==> config.mk <==
export PLATFORM = sky130hd
export DESIGN_NAME = rtc_config_status_pointer
export DESIGN_NICKNAME = d
export VERILOG_FILES = /design/src/core/rtc_pkg.sv /design/src/core/reg_bus_if.sv /design/src/core/rtc_axil_slave.sv /design/src/core/rtc_timebase.sv /design/src/core/rtc_config_status_pointer.sv
export SDC_FILE = /design/constraint.sdc
export NUM_CORES = 1
export LEC_CHECK = 0
export ABC_AREA = 1
export BUFFER_PORTS_ARGS = -buffer_cell sky130_fd_sc_hd__buf_2
export CAP_MARGIN = 25
export CORE_ASPECT_RATIO = 0.75
export CORE_MARGIN = 1.5
export CORE_UTILIZATION = 25
export DETAILED_ROUTE_END_ITERATION = 10
export SLEW_MARGIN = 20
export SYNTH_ARGS = -nofsm -noshare
export SYNTH_HDL_FRONTEND = slang
export SYNTH_SLANG_ARGS = --single-unit
==> constraint.sdc <==
create_clock -name aclk -period 5.72 [get_ports aclk]
set_clock_uncertainty 0.2 [all_clocks]
set_input_delay 1.716 -clock aclk [delete_from_list [all_inputs] [get_ports aclk]]
set_output_delay 1.716 -clock aclk [all_outputs]
set_load 0.05 [all_outputs]
==> src/core/rtc_pkg.sv <==
// Purpose: shared constants for the clock configuration and status block
// Assumes: 25 MHz system clock, AXI4-Lite register access
// Notes:   register offsets are byte addresses of aligned 32-bit words
package rtc_pkg;

    localparam int unsigned CLK_PERIOD_NS   = 40;
    localparam int unsigned HALF_PERIOD_NS  = 500000000;
    localparam int unsigned HALF_PERIOD_CYC = HALF_PERIOD_NS / CLK_PERIOD_NS;
    // ripple window ahead of each second rollover
    localparam int unsigned SYNC_LEAD_NS    = 1280;
    localparam int unsigned SYNC_LEAD_CYC   = (SYNC_LEAD_NS + CLK_PERIOD_NS - 1) / CLK_PERIOD_NS;
    localparam int          CNT_W           = 24;

    localparam int          ADDR_W          = 4;
    localparam logic [3:0]  ADDR_CFG        = 4'h0;
    localparam logic [3:0]  ADDR_VAL        = 4'h4;

    localparam int          BIT_EN          = 15;
    localparam int          BIT_WREN        = 13;
    localparam int          BIT_SYNC        = 12;
    localparam int          BIT_HALF        = 11;
    localparam int          BIT_OE          = 10;
    localparam int          PTR_LO          = 8;
    localparam int          PTR_HI          = 9;

    localparam logic        EN_RESET        = 1'b0;
    localparam logic        WREN_RESET      = 1'b0;
    localparam logic        OE_RESET        = 1'b0;
    localparam logic [7:0]  VAL_RESET       = 8'h00;

    localparam logic [7:0]  SEC_LAST        = 8'h3b;
    localparam logic [7:0]  MIN_LAST        = 8'h3b;
    localparam logic [7:0]  HOUR_LAST       = 8'h17;

    localparam logic [1:0]  RESP_OKAY       = 2'b00;
    localparam logic [1:0]  RESP_SLVERR     = 2'b10;

    typedef enum logic [1:0] {
        PTR_MIN_SEC   = 2'b00,
        PTR_WDAY_HOUR = 2'b01,
        PTR_MONTH_DAY = 2'b10,
        PTR_RESERVED  = 2'b11
    } window_ptr_e;

endpackage

==> src/core/reg_bus_if.sv <==
// Purpose: internal register access strobes between bus slave and register file
// Assumes: single clock, strobes last one cycle
// Notes:   rdata and error answers are combinational from the register side
`timescale 1ns/10ps
`default_nettype none
interface reg_bus_if;
    logic        wr_en;
    logic [3:0]  wr_addr;
    logic [31:0] wdata;
    logic [3:0]  wstrb;
    logic        wr_err;
    logic        rd_en;
    logic [3:0]  rd_addr;
    logic [31:0] rdata;
    logic        rd_err;

    modport req (output wr_en, wr_addr, wdata, wstrb, rd_en, rd_addr,
                 input  wr_err, rdata, rd_err);
    modport regs (input  wr_en, wr_addr, wdata, wstrb, rd_en, rd_addr,
                  output wr_err, rdata, rd_err);
endinterface
`default_nettype wire

==> src/core/rtc_axil_slave.sv <==
// Purpose: AXI4-Lite slave turning bus transfers into register strobes
// Assumes: one write and one read outstanding at most
// Notes:   rvalid follows one cycle after the read handshake, bvalid two cycles after the last write handshake
`timescale 1ns/10ps
`default_nettype none
module rtc_axil_slave (
    input  wire logic              aclk,
    input  wire logic              aresetn,
    input  wire logic [3:0]        awaddr,
    input  wire logic              awvalid,
    output logic                   awready,
    input  wire logic [31:0]       wdata,
    input  wire logic [3:0]        wstrb,
    input  wire logic              wvalid,
    output logic                   wready,
    output logic [1:0]             bresp,
    output logic                   bvalid,
    input  wire logic              bready,
    input  wire logic [3:0]        araddr,
    input  wire logic              arvalid,
    output logic                   arready,
    output logic [31:0]            rdata,
    output logic [1:0]             rresp,
    output logic                   rvalid,
    input  wire logic              rready,
    reg_bus_if.req                 bus
);
    logic        aw_held_q, aw_held_d, w_held_q, w_held_d;
    logic [3:0]  addr_q, addr_d, strb_q, strb_d;
    logic [31:0] wdat_q, wdat_d, rdata_d;
    logic        bvalid_d, rvalid_d, awready_d, wready_d, arready_d;
    logic [1:0]  bresp_d, rresp_d;
    logic        do_wr, ar_take;

    always_comb begin
        aw_held_d = aw_held_q | (awvalid & awready);
        w_held_d  = w_held_q | (wvalid & wready);
        addr_d    = (awvalid & awready) ? awaddr : addr_q;
        wdat_d    = (wvalid & wready) ? wdata : wdat_q;
        strb_d    = (wvalid & wready) ? wstrb : strb_q;
        do_wr     = aw_held_q & w_held_q & ~bvalid;
        bvalid_d  = bvalid & ~bready;
        bresp_d   = bresp;
        if (do_wr) begin
            aw_held_d = 1'b0;
            w_held_d  = 1'b0;
            bvalid_d  = 1'b1;
            bresp_d   = bus.wr_err ? rtc_pkg::RESP_SLVERR : rtc_pkg::RESP_OKAY;
        end
        // ready stays low while a response waits, so a second write cannot overtake
        awready_d = ~aw_held_d & ~bvalid_d;
        wready_d  = ~w_held_d & ~bvalid_d;
        ar_take   = arvalid & arready;
        rvalid_d  = rvalid & ~rready;
        rdata_d   = rdata;
        rresp_d   = rresp;
        if (ar_take) begin
            rvalid_d = 1'b1;
            rdata_d  = bus.rdata;
            rresp_d  = bus.rd_err ? rtc_pkg::RESP_SLVERR : rtc_pkg::RESP_OKAY;
        end
        arready_d = ~rvalid_d;
        bus.wr_en   = do_wr;
        bus.wr_addr = addr_q;
        bus.wdata   = wdat_q;
        bus.wstrb   = strb_q;
        bus.rd_en   = ar_take;
        bus.rd_addr = araddr;
    end

    always_ff @(posedge aclk) begin
        if (!aresetn) begin
            aw_held_q <= 1'b0;
            w_held_q  <= 1'b0;
            addr_q    <= 4'h0;
            wdat_q    <= 32'h0000_0000;
            strb_q    <= 4'h0;
            awready   <= 1'b0;
            wready    <= 1'b0;
            bvalid    <= 1'b0;
            bresp     <= rtc_pkg::RESP_OKAY;
            arready   <= 1'b0;
            rvalid    <= 1'b0;
            rdata     <= 32'h0000_0000;
            rresp     <= rtc_pkg::RESP_OKAY;
        end else begin
            aw_held_q <= aw_held_d;
            w_held_q  <= w_held_d;
            addr_q    <= addr_d;
            wdat_q    <= wdat_d;
            strb_q    <= strb_d;
            awready   <= awready_d;
            wready    <= wready_d;
            bvalid    <= bvalid_d;
            bresp     <= bresp_d;
            arready   <= arready_d;
            rvalid    <= rvalid_d;
            rdata     <= rdata_d;
            rresp     <= rresp_d;
        end
    end
endmodule
`default_nettype wire

==> src/core/rtc_timebase.sv <==
// Purpose: half-second divider, second tick and ripple warning window
// Assumes: run is the module enable, clear restarts the current second
// Notes:   HALF_CYCLES is shortened in simulation
`timescale 1ns/10ps
`default_nettype none
module rtc_timebase #(
    parameter int unsigned HALF_CYCLES = rtc_pkg::HALF_PERIOD_CYC,
    parameter int unsigned LEAD_CYCLES = rtc_pkg::SYNC_LEAD_CYC
) (
    input  wire logic aclk,
    input  wire logic aresetn,
    input  wire logic run,
    input  wire logic clear,
    output logic      half_flag,
    output logic      sync_flag,
    output logic      sec_tick
);
    localparam logic [rtc_pkg::CNT_W-1:0] CNT_LAST = rtc_pkg::CNT_W'(HALF_CYCLES - 1);
    localparam logic [rtc_pkg::CNT_W-1:0] SYNC_AT  = rtc_pkg::CNT_W'(HALF_CYCLES - LEAD_CYCLES);

    logic [rtc_pkg::CNT_W-1:0] cnt_q, cnt_d;
    logic                      half_d, sync_d, tick_d;

    always_comb begin
        cnt_d  = cnt_q;
        half_d = half_flag;
        tick_d = 1'b0;
        if (clear) begin
            cnt_d  = '0;
            half_d = 1'b0;
        end else if (run) begin
            if (cnt_q == CNT_LAST) begin
                cnt_d  = '0;
                half_d = ~half_flag;
                tick_d = half_flag;
            end else begin
                cnt_d = cnt_q + 1'b1;
            end
        end
        // warn only in the last stretch before the second rolls over
        sync_d = run & ~clear & half_d & (cnt_d >= SYNC_AT);
    end

    always_ff @(posedge aclk) begin
        if (!aresetn) begin
            cnt_q     <= '0;
            half_flag <= 1'b0;
            sync_flag <= 1'b0;
            sec_tick  <= 1'b0;
        end else begin
            cnt_q     <= cnt_d;
            half_flag <= half_d;
            sync_flag <= sync_d;
            sec_tick  <= tick_d;
        end
    end
endmodule
`default_nettype wire

==> src/core/rtc_config_status_pointer.sv <==
// Purpose: configuration, status and value window pointer of a real-time clock
// Assumes: aresetn is the power-on reset, AXI4-Lite at 0x0 config, 0x4 value window
// Notes:   weekday, day and month hold what software wrote; they do not advance
// Summary of operation
// the sync flag is high while the value windows may change through a rollover ripple.
// the half second flag is read-only and high in the second half of each second.
// the clock output pin is driven only while the output enable bit is set.
// the two-bit window pointer selects which value pair the windows show.
// high byte codes 00 minutes, 01 weekday, 10 month, 11 reserved; low byte 00 seconds.
// each access to the value window steps the pointer down by one, stopping at zero; an access in the same cycle as a config write does not step it.
// a write to the module enable bit takes effect only while value write enable is set.
// writing the low byte of the minutes-seconds pair clears the half second flag.
// the configuration register is reset only by power-on reset.
`timescale 1ns/10ps
`default_nettype none
module rtc_config_status_pointer #(
    parameter int unsigned HALF_CYCLES = rtc_pkg::HALF_PERIOD_CYC
) (
    input  wire logic        aclk,
    input  wire logic        aresetn,
    input  wire logic [3:0]  s_axi_awaddr,
    input  wire logic        s_axi_awvalid,
    output logic             s_axi_awready,
    input  wire logic [31:0] s_axi_wdata,
    input  wire logic [3:0]  s_axi_wstrb,
    input  wire logic        s_axi_wvalid,
    output logic             s_axi_wready,
    output logic [1:0]       s_axi_bresp,
    output logic             s_axi_bvalid,
    input  wire logic        s_axi_bready,
    input  wire logic [3:0]  s_axi_araddr,
    input  wire logic        s_axi_arvalid,
    output logic             s_axi_arready,
    output logic [31:0]      s_axi_rdata,
    output logic [1:0]       s_axi_rresp,
    output logic             s_axi_rvalid,
    input  wire logic        s_axi_rready,
    output logic             clock_out,
    output logic             clock_out_oe
);
    reg_bus_if bus ();

    logic        timekeeping_module_enable_q, timekeeping_module_enable_d;
    logic        value_write_enable_q, value_write_enable_d;
    logic        clock_output_enable_q, clock_output_enable_d;
    logic [1:0]  value_window_pointer_q, value_window_pointer_d;
    logic [7:0]  sec_q, sec_d, min_q, min_d, hour_q, hour_d;
    logic [7:0]  wday_q, wday_d, day_q, day_d, month_q, month_d;
    logic        clock_out_d, clock_out_oe_d;
    logic        half_second_flag, value_read_sync_flag, sec_tick;
    logic        cfg_wr, val_wr, val_rd, minutes_seconds_reg_low_wr;
    logic [7:0]  value_window_high, value_window_low;
    logic        min_wrap, sec_wrap;

    function automatic logic [7:0] step_wrap(input logic [7:0] v, input logic [7:0] last);
        step_wrap = (v == last) ? 8'h00 : v + 8'h01;
    endfunction

    function automatic logic [7:0] byte_merge(input logic [7:0] old, input logic [7:0] nw,
                                              input logic strobe);
        byte_merge = strobe ? nw : old;
    endfunction

    rtc_axil_slave u_slave (
        .aclk    (aclk),
        .aresetn (aresetn),
        .awaddr  (s_axi_awaddr),
        .awvalid (s_axi_awvalid),
        .awready (s_axi_awready),
        .wdata   (s_axi_wdata),
        .wstrb   (s_axi_wstrb),
        .wvalid  (s_axi_wvalid),
        .wready  (s_axi_wready),
        .bresp   (s_axi_bresp),
        .bvalid  (s_axi_bvalid),
        .bready  (s_axi_bready),
        .araddr  (s_axi_araddr),
        .arvalid (s_axi_arvalid),
        .arready (s_axi_arready),
        .rdata   (s_axi_rdata),
        .rresp   (s_axi_rresp),
        .rvalid  (s_axi_rvalid),
        .rready  (s_axi_rready),
        .bus     (bus)
    );

    rtc_timebase #(
        .HALF_CYCLES (HALF_CYCLES),
        .LEAD_CYCLES (rtc_pkg::SYNC_LEAD_CYC)
    ) u_timebase (
        .aclk      (aclk),
        .aresetn   (aresetn),
        .run       (timekeeping_module_enable_q),
        .clear     (minutes_seconds_reg_low_wr),
        .half_flag (half_second_flag),
        .sync_flag (value_read_sync_flag),
        .sec_tick  (sec_tick)
    );

    // value window mux
    always_comb begin
        value_window_high = 8'h00;
        value_window_low  = 8'h00;
        unique case (rtc_pkg::window_ptr_e'(value_window_pointer_q))
            rtc_pkg::PTR_MIN_SEC: begin
                value_window_high = min_q;
                value_window_low  = sec_q;
            end
            rtc_pkg::PTR_WDAY_HOUR: begin
                value_window_high = wday_q;
                value_window_low  = hour_q;
            end
            rtc_pkg::PTR_MONTH_DAY: begin
                value_window_high = month_q;
                value_window_low  = day_q;
            end
            rtc_pkg::PTR_RESERVED: begin
                value_window_high = 8'h00;
                value_window_low  = 8'h00;
            end
        endcase
    end

    always_comb begin
        cfg_wr = bus.wr_en && bus.wr_addr == rtc_pkg::ADDR_CFG;
        val_wr = bus.wr_en && bus.wr_addr == rtc_pkg::ADDR_VAL;
        val_rd = bus.rd_en && bus.rd_addr == rtc_pkg::ADDR_VAL;
        // locked windows ignore writes, so only an accepted write restarts the second
        minutes_seconds_reg_low_wr = val_wr && value_write_enable_q && bus.wstrb[0]
                        && value_window_pointer_q == rtc_pkg::PTR_MIN_SEC;
        bus.wr_err  = bus.wr_addr != rtc_pkg::ADDR_CFG && bus.wr_addr != rtc_pkg::ADDR_VAL;
        bus.rd_err  = bus.rd_addr != rtc_pkg::ADDR_CFG && bus.rd_addr != rtc_pkg::ADDR_VAL;
        bus.rdata   = 32'h0000_0000;
        if (bus.rd_addr == rtc_pkg::ADDR_CFG) begin
            bus.rdata[rtc_pkg::BIT_EN]   = timekeeping_module_enable_q;
            bus.rdata[rtc_pkg::BIT_WREN] = value_write_enable_q;
            bus.rdata[rtc_pkg::BIT_SYNC] = value_read_sync_flag;
            bus.rdata[rtc_pkg::BIT_HALF] = half_second_flag;
            bus.rdata[rtc_pkg::BIT_OE]   = clock_output_enable_q;
            bus.rdata[rtc_pkg::PTR_HI:rtc_pkg::PTR_LO] = value_window_pointer_q;
        end else if (bus.rd_addr == rtc_pkg::ADDR_VAL) begin
            bus.rdata[15:0] = {value_window_high, value_window_low};
        end
    end

    always_comb begin
        timekeeping_module_enable_d = timekeeping_module_enable_q;
        value_write_enable_d        = value_write_enable_q;
        clock_output_enable_d       = clock_output_enable_q;
        value_window_pointer_d      = value_window_pointer_q;
        sec_wrap = sec_q == rtc_pkg::SEC_LAST;
        min_wrap = min_q == rtc_pkg::MIN_LAST;
        sec_d   = sec_tick ? step_wrap(sec_q, rtc_pkg::SEC_LAST) : sec_q;
        min_d   = (sec_tick && sec_wrap) ? step_wrap(min_q, rtc_pkg::MIN_LAST) : min_q;
        hour_d  = (sec_tick && sec_wrap && min_wrap) ? step_wrap(hour_q, rtc_pkg::HOUR_LAST)
                                                     : hour_q;
        wday_d  = wday_q;
        day_d   = day_q;
        month_d = month_q;
        if (cfg_wr) begin
            if (bus.wstrb[1]) begin
                if (value_write_enable_q) begin
                    timekeeping_module_enable_d = bus.wdata[rtc_pkg::BIT_EN];
                end
                value_write_enable_d   = bus.wdata[rtc_pkg::BIT_WREN];
                clock_output_enable_d  = bus.wdata[rtc_pkg::BIT_OE];
                value_window_pointer_d = bus.wdata[rtc_pkg::PTR_HI:rtc_pkg::PTR_LO];
            end
        end else if ((val_wr || val_rd) && value_window_pointer_q != 2'b00) begin
            value_window_pointer_d = value_window_pointer_q - 2'b01;
        end
        // software write wins over a tick landing in the same cycle
        if (val_wr && value_write_enable_q) begin
            unique case (rtc_pkg::window_ptr_e'(value_window_pointer_q))
                rtc_pkg::PTR_MIN_SEC: begin
                    min_d = byte_merge(min_d, bus.wdata[15:8], bus.wstrb[1]);
                    sec_d = byte_merge(sec_d, bus.wdata[7:0], bus.wstrb[0]);
                end
                rtc_pkg::PTR_WDAY_HOUR: begin
                    wday_d = byte_merge(wday_q, bus.wdata[15:8], bus.wstrb[1]);
                    hour_d = byte_merge(hour_d, bus.wdata[7:0], bus.wstrb[0]);
                end
                rtc_pkg::PTR_MONTH_DAY: begin
                    month_d = byte_merge(month_q, bus.wdata[15:8], bus.wstrb[1]);
                    day_d   = byte_merge(day_q, bus.wdata[7:0], bus.wstrb[0]);
                end
                rtc_pkg::PTR_RESERVED: begin
                    month_d = month_q;
                end
            endcase
        end
        clock_out_oe_d = clock_output_enable_q;
        clock_out_d    = clock_output_enable_q & timekeeping_module_enable_q
                         & half_second_flag;
    end

    // only the power-on reset reaches these flops; no other reset source exists here
    always_ff @(posedge aclk) begin
        if (!aresetn) begin
            timekeeping_module_enable_q <= rtc_pkg::EN_RESET;
            value_write_enable_q        <= rtc_pkg::WREN_RESET;
            clock_output_enable_q       <= rtc_pkg::OE_RESET;
            value_window_pointer_q      <= rtc_pkg::PTR_MIN_SEC;
            sec_q        <= rtc_pkg::VAL_RESET;
            min_q        <= rtc_pkg::VAL_RESET;
            hour_q       <= rtc_pkg::VAL_RESET;
            wday_q       <= rtc_pkg::VAL_RESET;
            day_q        <= rtc_pkg::VAL_RESET;
            month_q      <= rtc_pkg::VAL_RESET;
            clock_out    <= 1'b0;
            clock_out_oe <= 1'b0;
        end else begin
            timekeeping_module_enable_q <= timekeeping_module_enable_d;
            value_write_enable_q        <= value_write_enable_d;
            clock_output_enable_q       <= clock_output_enable_d;
            value_window_pointer_q      <= value_window_pointer_d;
            sec_q        <= sec_d;
            min_q        <= min_d;
            hour_q       <= hour_d;
            wday_q       <= wday_d;
            day_q        <= day_d;
            month_q      <= month_d;
            clock_out    <= clock_out_d;
            clock_out_oe <= clock_out_oe_d;
        end
    end
endmodule
`default_nettype wire

==> metrics, run 1 <==
status finished, final reports clean; FILL cells around 2600; wire length per cell 13.3 microns; number of stages on the worst setup path 8; share of post-route cells with drive strength above 1 13.9%; Detailed Routing Iterations Pass 1 5; Setup Viol. Count Final 0; Clk Tree Root Cell clkbuf_16; f_max 321 MHz; Final ANT Viol Nets 0; Synth area leaders dfxtp_1 (42%), nand2_1 (9.0%), nor2_1 (6.7%); synthesized area around 6200 sq um; Die Ht about 140 microns; GRT Overall Usage between 10% and 20%; Port Buffer Count 57; Critical Path Source Type input port; violation count after the first detailed-routing iteration 455; library cells used by synthesis 46; grt ovf 0; hold buffer count at CTS 0; Min-Delay Path Class reg2reg; fin crit period roughly 3.1 ns; Total Wirelength about 17000 microns; hold depth 2; Setup Total Neg Slack 0 ns; Nets 967; initial antenna violation count 0; CTS tree built; Peak VDD IR around 0.00016 V; fin. max-slew vios 0; worst path bufs/invs 1; clk_lat worst skew 0.41 ns; Mapped Cells 859; H-tree depth 4; Post-CTS Setup Bufs 0; RSZ-0062 raised after global routing false; CP dominant cell by count nand2_1; Reg clk slew, reported paths approximately 0.060 ns; vias in the first global route approximately 4900; reg2reg setup slack between 3 and 4 ns; WP data arrival roughly 3.2 ns; Ant. Diodes 0; CP required ~5.8 ns; Rows 49; Crit path largest cell delay approximately 0.45 ns; Main synth FF type dfxtp_1; hpwl dp 12400 microns; Crit-path slowest cell or3_1; Power, Total between 2000 and 2500 uW; Ys Warns 0; Die X between 150 and 200 microns; number of flops mapped to enable cells by yosys 0; Seq cells post-synth 129; Worst Path Class, Setup in2reg; sequential area share after synthesis 41.7%; Final period util between 50% and 60%; Max-slew headroom 46.0%; Post-DP Area just under 7000 sq um; worst path cell trace buf_2 > or3_1 > nor2_2 > nand2_1 > nand2_1 > a31oi_1 > o21ai_1 > a21oi_1; crit end category flip-flop; CTS max path bufs 2; Yosys top cell by area dfxtp_1; via count between 5000 and 6000; vias per inst 4.51; Final Cell Area about 7300 sq um; Commonest cells post-synth nand2_1 (148), dfxtp_1 (129), nor2_1 (110), inv_1 (103), o21ai_0 (74); HP Start month_q[2]$_SDFFE_PN0P_; core area around 24000 sq um; Hold WS 0.250 ns; # Max-Cap Violations 0; crit path max fanout 8; count of boundary I/O pins 94; Area Growth Syn to Fin 18.3%; GP Congestion 0.843; final hold violations 0; most common cell in the synthesized netlist nand2_1; WHS Endpoint month_q[2]$_SDFFE_PN0P_; asr flop ratio synth 0%; RR Startpoint value_window_pointer_q[0]$_SDFFE_PN0P_; global-route wire length before repair 26600 microns; post-cts resize count 0; Leak around 0.0029 uW; largest net degree at the start of global routing 56; # clock sinks roughly 130; die footprint roughly 26000 sq um; syn avg cell area roughly 7 sq um; Residual DRC 0; Starting Density 25.6%; R2R Path End u_slave.rdata[9]$_SDFFE_PN0P_; Crit. Startpoint s_axi_araddr[1]; pwr dens between 200 and 300 nW/um^2; Worst Max-Slew Pin Slew 0.808 ns; Worst R2R Path Depth 6; Num CTS Buffers 17; top cell type's share of synthesized area a little over two fifths; Largest delay share family, worst path simple AND/OR/NAND/NOR gates
stage by stage:
step | worst slack, ns | util [%] | instances
floorplan | 2.62 | - | 876
global route | 2.36 | 30.3 | 1251
detailed placement | 2.15 | 27.8 | 1220
finish | 2.60 | 30.3 | 1251
global placement | 2.12 | 27.8 | 1220
CTS | 2.59 | 30.3 | 1251
final cells by class:
type | instances | area, sq um | area share [%]
timing repair buffer | 59 | 300 | 4.10
tap | 331 | 414 | 5.65
inverter | 110 | 418 | 5.70
clock inverter | 9 | 131 | 1.79
clock buffer | 22 | 474 | 6.47
sequential | 129 | 2580 | 35.2
multi-input combinational | 591 | 3010 | 41.1
cells by family (layout without fill, tap and decap cells):
logic type               after synthesis  after routing  synth area share [%]
buffers and inverters                156            200                  10.7
AND/OR/NAND/NOR                      354            354                  25.8
XOR/XNOR                              22             22                  3.11
flip-flops                           129            129                  41.7
adder cells (fa/ha/maj)                8              8                  1.62
other                                  1             18                0.0605
AO/OA/AOI/OAI                        189            189                  17.0
metal layers:
metal	part of all wire, %	global-route usage (%)	wire (microns)
met2	37	16.0	6190
met5	0	0	0
met1	55	22.2	9140
met3	7.4	2.77	1230
met4	0.66	3.72	110
sequential cells by signal, summed over array words and instances (netlist names), 2 cells and up:
name and cells:
day_q 8, hour_q 8, min_q 8, month_q 8, sec_q 8, u_slave.bus.wdata 16, u_slave.bus.wr_addr 4, u_slave.bus.wstrb 2
u_slave.rdata 16, u_timebase.cnt_q 24, value_window_pointer_q 2, wday_q 8
cell usage in the layout (no fill, tap or decap), types with 9 or more instances in the layout:
master | Yosys | routed
nand2_1 | 148 | 148
dfxtp_1 | 129 | 129
nor2_1 | 110 | 110
inv_1 | 103 | 103
o21ai_0 | 74 | 74
a21oi_1 | 68 | 68
buf_2 | 3 | 57
nand3_1 | 39 | 39
xor2_1 | 19 | 19
conb_1 | 1 | 18
clkbuf_16 | 0 | 17
o211ai_1 | 13 | 13
nor3_1 | 11 | 11
nor2_2 | 9 | 9
o22ai_1 | 9 | 9
how the worst max path moves through the flow:
stage / to / slack (ns)
2_1_floorplan: value_window_pointer_q[0]$_SDFFE_PN0P_ / 2.62
3_3_place_gp: u_slave.rdata[3]$_SDFFE_PN0P_ / 2.12
3_5_place_dp: u_slave.rdata[5]$_SDFFE_PN0P_ / 2.15
4_1_cts: u_slave.rdata[5]$_SDFFE_PN0P_ / 2.59
5_1_grt: value_window_pointer_q[1]$_SDFFE_PN0P_ / 2.36
6_report: value_window_pointer_q[0]$_SDFFE_PN0P_ / 2.60
worst register-to-register path, cell delays in order (launching register included):
cell      delay, ns
dfxtp_1        0.41
inv_1          0.12
ha_1           0.35
inv_1          0.60
o221ai_1       0.32
o211ai_1       0.16
a31oi_1        0.11
report_power, final:
group | leakage [uW] | total, uW | internal [uW] | switching (uW)
clock | 0.000288 | 1110 | 717 | 394
combinational | 0.00154 | 129 | 29.0 | 100
sequential | 0.00104 | 939 | 918 | 20.5
total | 0.00288 | 2180 | 1660 | 515
No activity file was read; power rests on OpenSTA's default activity.
==> inputs of run 2 (changes only) <==
clock period = 3.2 ns   (was 5.72 ns; I/O delays follow)
==> run 2 against run 1 <==
Critical path depth is 1 higher. Register-to-register slack worse by 2.5 ns. Flip-flop and latch count stayed put. Non-clock buffer count is 6 higher. Via count is 0.53% lower. Largest power group unchanged. Cell area is 0.65% higher. Largest cell class unchanged. Clock power is 80% higher. Sequential share of layout area is 0.23 points lower. First-iteration DRC count is 1.3% lower. Total power is 79% higher.
==> metrics, run 2 (synthesis gave the netlist of run 1 again) <==
vias per inst 4.46 (was 4.51); post-cts resize count 0 (unchanged); H-tree depth 4 (unchanged); Reg clk slew, reported paths 0.06 ns (about the same); Setup Viol. Count Final 0 (unchanged); Final period util 73.2%; cell internal pwr 2930 uW (was 1660 uW); Hold WS 0.254 ns (was 0.250 ns); Crit path largest cell delay 0.48 ns (was 0.45 ns); GP Congestion 0.880 (was 0.843); hpwl dp 12700 microns (was 12400 microns); CP Capture Point hour_q[6]$_SDFF_PN0_ (was value_window_pointer_q[0]$_SDFFE_PN0P_); clk_lat worst skew 0.42 ns (was 0.41 ns); Setup Total Neg Slack 0 ns (unchanged); Worst R2R Path Depth 9 (was 6); # clock sinks 129 (unchanged); largest net degree at the start of global routing 56 (unchanged); Worst Path Class, Setup reg2reg (was in2reg); RSZ-0062 raised after global routing false (unchanged); Clk Tree Root Cell clkbuf_16 (unchanged); most common cell after layout, fill and taps aside nand2_1 (unchanged); Crit. Startpoint value_window_pointer_q[1]$_SDFFE_PN0P_ (was s_axi_araddr[1]); Detailed Routing Iterations Pass 1 5 (unchanged); Ant. Diodes 0 (unchanged); WP data arrival 2.44 ns (was 3.20 ns); Nets 973 (was 967); reg2reg setup slack 0.86 ns (was 3.31 ns); crit end category flip-flop (unchanged); die footprint 25700 sq um (unchanged); Psw 982 uW (was 515 uW); Final ANT Viol Nets 0 (unchanged); CTS tree built (unchanged); Area Growth Syn to Fin 19.1% (was 18.3%); count of boundary I/O pins 94 (unchanged); worst path cell trace inv_1 > ha_1 > inv_1 > nor3_4 > inv_2 > o21ai_0 > inv_1 > nand3_1 > a21oi_1 (was buf_2 > or3_1 > nor2_2 > nand2_1 > nand2_1 > a31oi_1 > o21ai_1 > a21oi_1); Clock Power Share 51.1% (was 51.0%); GRT Overall Usage 13.4% (was 13.3%); Critical Path Source Type flip-flop (was input port); fin crit period about 2.3 ns; Num CTS Buffers 17 (unchanged); setup ws final 0.859 ns (was 2.60 ns); CP dominant cell by count inv_1 (was nand2_1); wire length per cell 13.3 microns (about the same); sw frac 25.1% (was 23.6%); CP required 3.30 ns (was 5.80 ns); Total Wirelength 16700 microns (about the same); initial antenna violation count 1 (was 0); grt ovf 0 (unchanged); status finished, final reports clean (unchanged); Die X 185 microns (unchanged); vias in the first global route 4857 (was 4910); Crit-path slowest cell nor3_4 (was or3_1); Starting Density 25.6% (unchanged); Die Ht 139 microns (unchanged); crit path max fanout 15 (was 8); Peak VDD IR 0.000299 V (was 0.000161 V); violation count after the first detailed-routing iteration 449 (was 455); Residual DRC 0 (unchanged); RR Startpoint value_window_pointer_q[1]$_SDFFE_PN0P_ (was value_window_pointer_q[0]$_SDFFE_PN0P_); final hold violations 0 (unchanged); Post-CTS Setup Bufs 0 (unchanged); via count 5616 (was 5646); f_max 427 MHz; Worst Max-Slew Pin Slew 0.840 ns (was 0.808 ns); core area 24200 sq um (unchanged); Leak 0.00290 uW (was 0.00288 uW); number of flip-flops under the largest register name 24 (unchanged); most frequent cells in the layout nand2_1 (148), dfxtp_1 (129), nor2_1 (110) (unchanged); combinational share of power 6.0% (was 5.9%); setup slack at placement 0.462 ns (was 2.15 ns); R2R Path End hour_q[6]$_SDFF_PN0_ (was u_slave.rdata[9]$_SDFFE_PN0P_); fin. max-slew vios 0 (unchanged); pwr dens 530 nW/um^2 (was 297 nW/um^2); Port Buffer Count 57 (unchanged); Seq pwr share 42.9% (was 43.1%); # Max-Cap Violations 0 (unchanged); Max-slew headroom 43.9% (was 46.0%); Min-Delay Path Class reg2reg (unchanged); Rows 49 (unchanged); Biggest register u_timebase.cnt_q (unchanged); global-route wire length before repair 26700 microns (was 26600 microns); share of post-route cells with drive strength above 1 14.8% (was 13.9%); hold buffer count at CTS 0 (unchanged); CTS max path bufs 2 (unchanged)
## run 2: changes by cell type in the layout (fill, tap and decap cells not counted), sizes merged
cell      before  now
buf           59   65
clkbuf        22   17
clkinv         5    6
clkinvlp       3    4
inv          108  112
## run 2: cell type report
cell class	count	area [sq um]
Tap cell	331	414
Sequential cell	129	2580
Inverter	110	418
Clock inverter	15	183
Clock buffer	17	425
Multi-Input combinational cell	591	3010
Fill cell	2650	16800
Timing Repair Buffer	65	345
## run 2: worst max-delay path, delay by kind of cell, from the launching register on
family,cells,cell delay [ns]
buf+inv,4,0.66
compound gates,2,0.16
fa+ha+maj,1,0.25
flops,1,0.35
simple gates,2,0.59
## run 2: metal layers
layer	vias up	wire length [microns]	global-route usage (%)
met5	-	7	0
met4	2	127	3.51
met3	10	1200	2.85
met2	195	5970	16.0
met1	2517	9410	22.5
li1	2892	-	-
## run 2: how the worst min path moves through the flow
stage | slack [ns] | startpoint | to | cells after the start
4_1_cts | 0.25 | day_q[6]$_SDFFE_PN0P_ | day_q[6]$_SDFFE_PN0P_ | 2
2_1_floorplan | 0.22 | month_q[7]$_SDFFE_PN0P_ | month_q[7]$_SDFFE_PN0P_ | 2
3_5_place_dp | 0.24 | day_q[6]$_SDFFE_PN0P_ | day_q[6]$_SDFFE_PN0P_ | 2
6_report | 0.25 | day_q[4]$_SDFFE_PN0P_ | day_q[4]$_SDFFE_PN0P_ | 2
5_1_grt | 0.27 | day_q[3]$_SDFFE_PN0P_ | day_q[3]$_SDFFE_PN0P_ | 2
3_3_place_gp | 0.24 | wday_q[5]$_SDFFE_PN0P_ | wday_q[5]$_SDFFE_PN0P_ | 2
## run 2: power groups by stage
stage	clock network [uW]	logic (uW)	registers, uW
after global routing	2100	260	1680
after CTS	2030	236	1680
after floorplan	0	152	1730
final	2000	235	1680
after detailed placement	0	235	1710
after global placement	0	234	1710
## run 2: metrics by stage
step	utilization [%]	instances	power (uW)	instance area (sq um)
6_report	30.5	1258	3910	7380
5_1_grt	30.5	1258	4040	7380
4_1_cts	30.5	1258	3940	7380
3_5_place_dp	28.0	1226	1950	6770
3_3_place_gp	28.0	1226	1940	6770
2_1_floorplan	-	876	1890	6260
==> inputs of run 3 (changes only) <==
ABC_AREA = 0   (was 1)
clock period = 2.3 ns   (was 3.2 ns; I/O delays follow)
==> run 3 against run 2 <==
Combinational power up 20%. Non-clock buffer count up 60. Synthesized cell count down 13%. Highest routed layer is now met4.
==> metrics, run 3 <==
fin crit period 2.16 ns (was 2.34 ns); hold buffer count at CTS 0 (unchanged); Crit-path slowest cell or3_1 (was nor3_4); Num CTS Buffers 17 (unchanged); Setup Viol. Count Final 0 (unchanged); Biggest register u_timebase.cnt_q (unchanged); Total Wirelength 16600 microns (was 16700 microns); multi-input logic area 3260 sq um (was 3010 sq um); Leak 0.00304 uW (was 0.00290 uW); asr flop ratio synth 0% (unchanged); fin. max-slew vios 0 (unchanged); CTS tree built (unchanged); die footprint 25200 sq um (was 25700 sq um); placed cell count 1135 (was 1226); Nets 909 (was 973); clk_lat worst skew 0.42 ns (about the same); largest net degree at the start of global routing 27 (was 56); Port Buffer Count 57 (unchanged); global route hottest layer met1 (unchanged); WP data arrival 2.29 ns (was 2.44 ns); Peak VDD IR 0.000520 V (was 0.000299 V); setup ws final 0.139 ns (was 0.859 ns); via count 5487 (was 5616); wire length per cell 14.2 microns (was 13.3 microns); Final period util 94.0% (was 73.2%); most frequent cells in the layout dfxtp_1 (129), nand2_1 (113), nor2_1 (92) (was nand2_1 (148), dfxtp_1 (129), nor2_1 (110)); status finished, final reports clean (unchanged); Worst Path Class, Setup reg2reg (unchanged); Ys Warns 0 (unchanged); core area 23900 sq um (was 24200 sq um); Max-slew headroom 54.5% (was 43.9%); H-tree depth 4 (unchanged); most common cell after layout, fill and taps aside dfxtp_1 (was nand2_1); met1 GRT Util 20.4% (was 22.5%); CP required 2.43 ns (was 3.30 ns); crit end category flip-flop (unchanged); violation count after the first detailed-routing iteration 477 (was 449); syn avg cell area 8.10 sq um (was 7.21 sq um); Critical Path Source Type flip-flop (unchanged); f_max 463 MHz (was 427 MHz); sequential area share after synthesis 42.6% (was 41.7%); number of flip-flops under the largest register name 24 (unchanged); most common cell in the synthesized netlist dfxtp_1 (was nand2_1); Worst Max-Slew Pin Slew 0.683 ns (was 0.840 ns); number of flops mapped to enable cells by yosys 0 (unchanged); Power, Total 5690 uW (was 3910 uW); Hold WS 0.254 ns (about the same); Crit path largest cell delay 0.40 ns (was 0.48 ns); Mapped Cells 749 (was 859); Reg clk slew, reported paths 0.06 ns (about the same); grt ovf 0 (unchanged); library cells used by synthesis 52 (was 46); Die Ht 138 microns (was 139 microns); FILL cells 2525 (was 2650); initial antenna violation count 0 (was 1); count of boundary I/O pins 94 (unchanged); Final ANT Viol Nets 0 (unchanged); vias in the first global route 4925 (was 4857); GR Util met2 18.9% (was 16.0%); Clk Tree Root Cell clkbuf_16 (unchanged); GRT Overall Usage 13.6% (was 13.4%); final hold violations 0 (unchanged); Layout Cells excl Fill 1169 (was 1258); crit path max fanout 5 (was 15); met3 GRT Util 2.86% (was 2.85%); setup slack at placement -0.224 ns (was 0.462 ns); Min-Delay Path Class reg2reg (unchanged); Yosys top cell by area dfxtp_1 (unchanged); synthesized area 6070 sq um (was 6190 sq um); Detailed Routing Iterations Pass 1 5 (unchanged); Rows 49 (unchanged); Area Growth Syn to Fin 28.1% (was 19.1%); Main synth FF type dfxtp_1 (unchanged); worst path bufs/invs 1 (was 4); pwr dens 733 nW/um^2 (was 530 nW/um^2); share of post-route cells with drive strength above 1 20.5% (was 14.8%); hpwl dp 12500 microns (was 12700 microns); worst path cell trace or3_1 > or3_4 > nor2_4 > buf_4 > nand2_1 > xor2_1 > a211oi_1 (was inv_1 > ha_1 > inv_1 > nor3_4 > inv_2 > o21ai_0 > inv_1 > nand3_1 > a21oi_1); Reg area 2580 sq um (unchanged); global-route wire length before repair 26500 microns (was 26700 microns); # Max-Cap Violations 0 (unchanged); Ant. Diodes 0 (unchanged); CTS max path bufs 2 (unchanged); Synth area leaders dfxtp_1 (43%), nand2_1 (7.0%), a21oi_1 (6.1%) (was dfxtp_1 (42%), nand2_1 (9.0%), nor2_1 (6.7%)); Die X 183 microns (was 185 microns); vias per inst 4.69 (was 4.46); # clock sinks 129 (unchanged); Core Util, Final 32.5% (was 30.5%); Starting Density 25.4% (was 25.6%); Commonest cells post-synth dfxtp_1 (129), nand2_1 (113), nor2_1 (92), a21oi_1 (74), nand3_1 (36) (was nand2_1 (148), dfxtp_1 (129), nor2_1 (110), inv_1 (103), o21ai_0 (74)); Residual DRC 0 (unchanged); RSZ-0062 raised after global routing false (unchanged); top cell type's share of synthesized area 42.6% (was 41.7%); Largest delay share family, worst path simple AND/OR/NAND/NOR gates (was buffers and inverters); GP Congestion 0.833 (was 0.880); Seq cells post-synth 129 (unchanged)
-- run 3: path summary, 6_finish.rpt --
| kind | end | slack, ns | start | depth (start not counted) |
|---|---|---|---|---|
| worst max-delay path | hour_q[2]$_SDFF_PN0_ | 0.14 | sec_q[6]$_SDFF_PN0_ | 7 |
| worst min-delay path | month_q[3]$_SDFFE_PN0P_ | 0.25 | month_q[3]$_SDFFE_PN0P_ | 2 |
| worst max register to register | hour_q[2]$_SDFF_PN0_ | 0.14 | sec_q[6]$_SDFF_PN0_ | 7 |
| worst min register to register | month_q[3]$_SDFFE_PN0P_ | 0.25 | month_q[3]$_SDFFE_PN0P_ | 2 |
-- run 3: per-layer routing --
layer	part of all wire, %	up-vias	wire, microns
met4	1.5	0	250
met2	39	112	6510
met1	55	2566	9040
met5	0	-	0
met3	4.6	13	769
li1	-	2796	-
-- run 3: power breakdown --
part	switching, uW	total [uW]	internal (uW)
sequential	36.4	2300	2260
combinational	206	281	75.3
clock	1060	3110	2050
total	1310	5690	4390
-- run 3: area by class of cell --
class | instances | share of cell area, %
inverters | 8 | 0.386
flip-flops and latches | 129 | 33.2
repair buffers | 125 | 10.7
clock inverters | 15 | 3.27
well taps | 306 | 4.93
multi-input cells | 569 | 42.0
clock buffers | 17 | 5.48
-- run 3: cell families after synthesis --
group / Yosys count / share of synthesized area (%)
multiplexers: 13 / 2.14
buffers and inverters: 68 / 5.47
adder cells (fa/ha/maj): 8 / 1.65
AND/OR/NAND/NOR: 348 / 28.0
AO/OA/AOI/OAI: 137 / 13.7
flip-flops: 129 / 42.6
other: 1 / 0.0618
XOR/XNOR: 45 / 6.50
-- run 3: repair_timing --
action / 4_1_cts / 5_1_grt
buffers inserted: 0 / 2
setup endpoints to repair: 0 / 9
gates resized for setup: 0 / 7
-- run 3: through the flow --
step / cell area (sq um) / TNS [ns]
after CTS: 7720 / 0
final: 7770 / 0
after global placement: 7040 / -0.323
after floorplan: 6140 / -0.102
after detailed placement: 7040 / -0.360
after global routing: 7770 / 0
-- run 3: worst register-to-register path: cells and delay by family (launching register included) --
family	cells	cell delay [ns]
AOI/OAI and AO/OA	1	0.23
xor gates and xnor gates	1	0.15
buffers and inverters	1	0.14
DFF	1	0.31
and+or+nand+nor	4	1.03
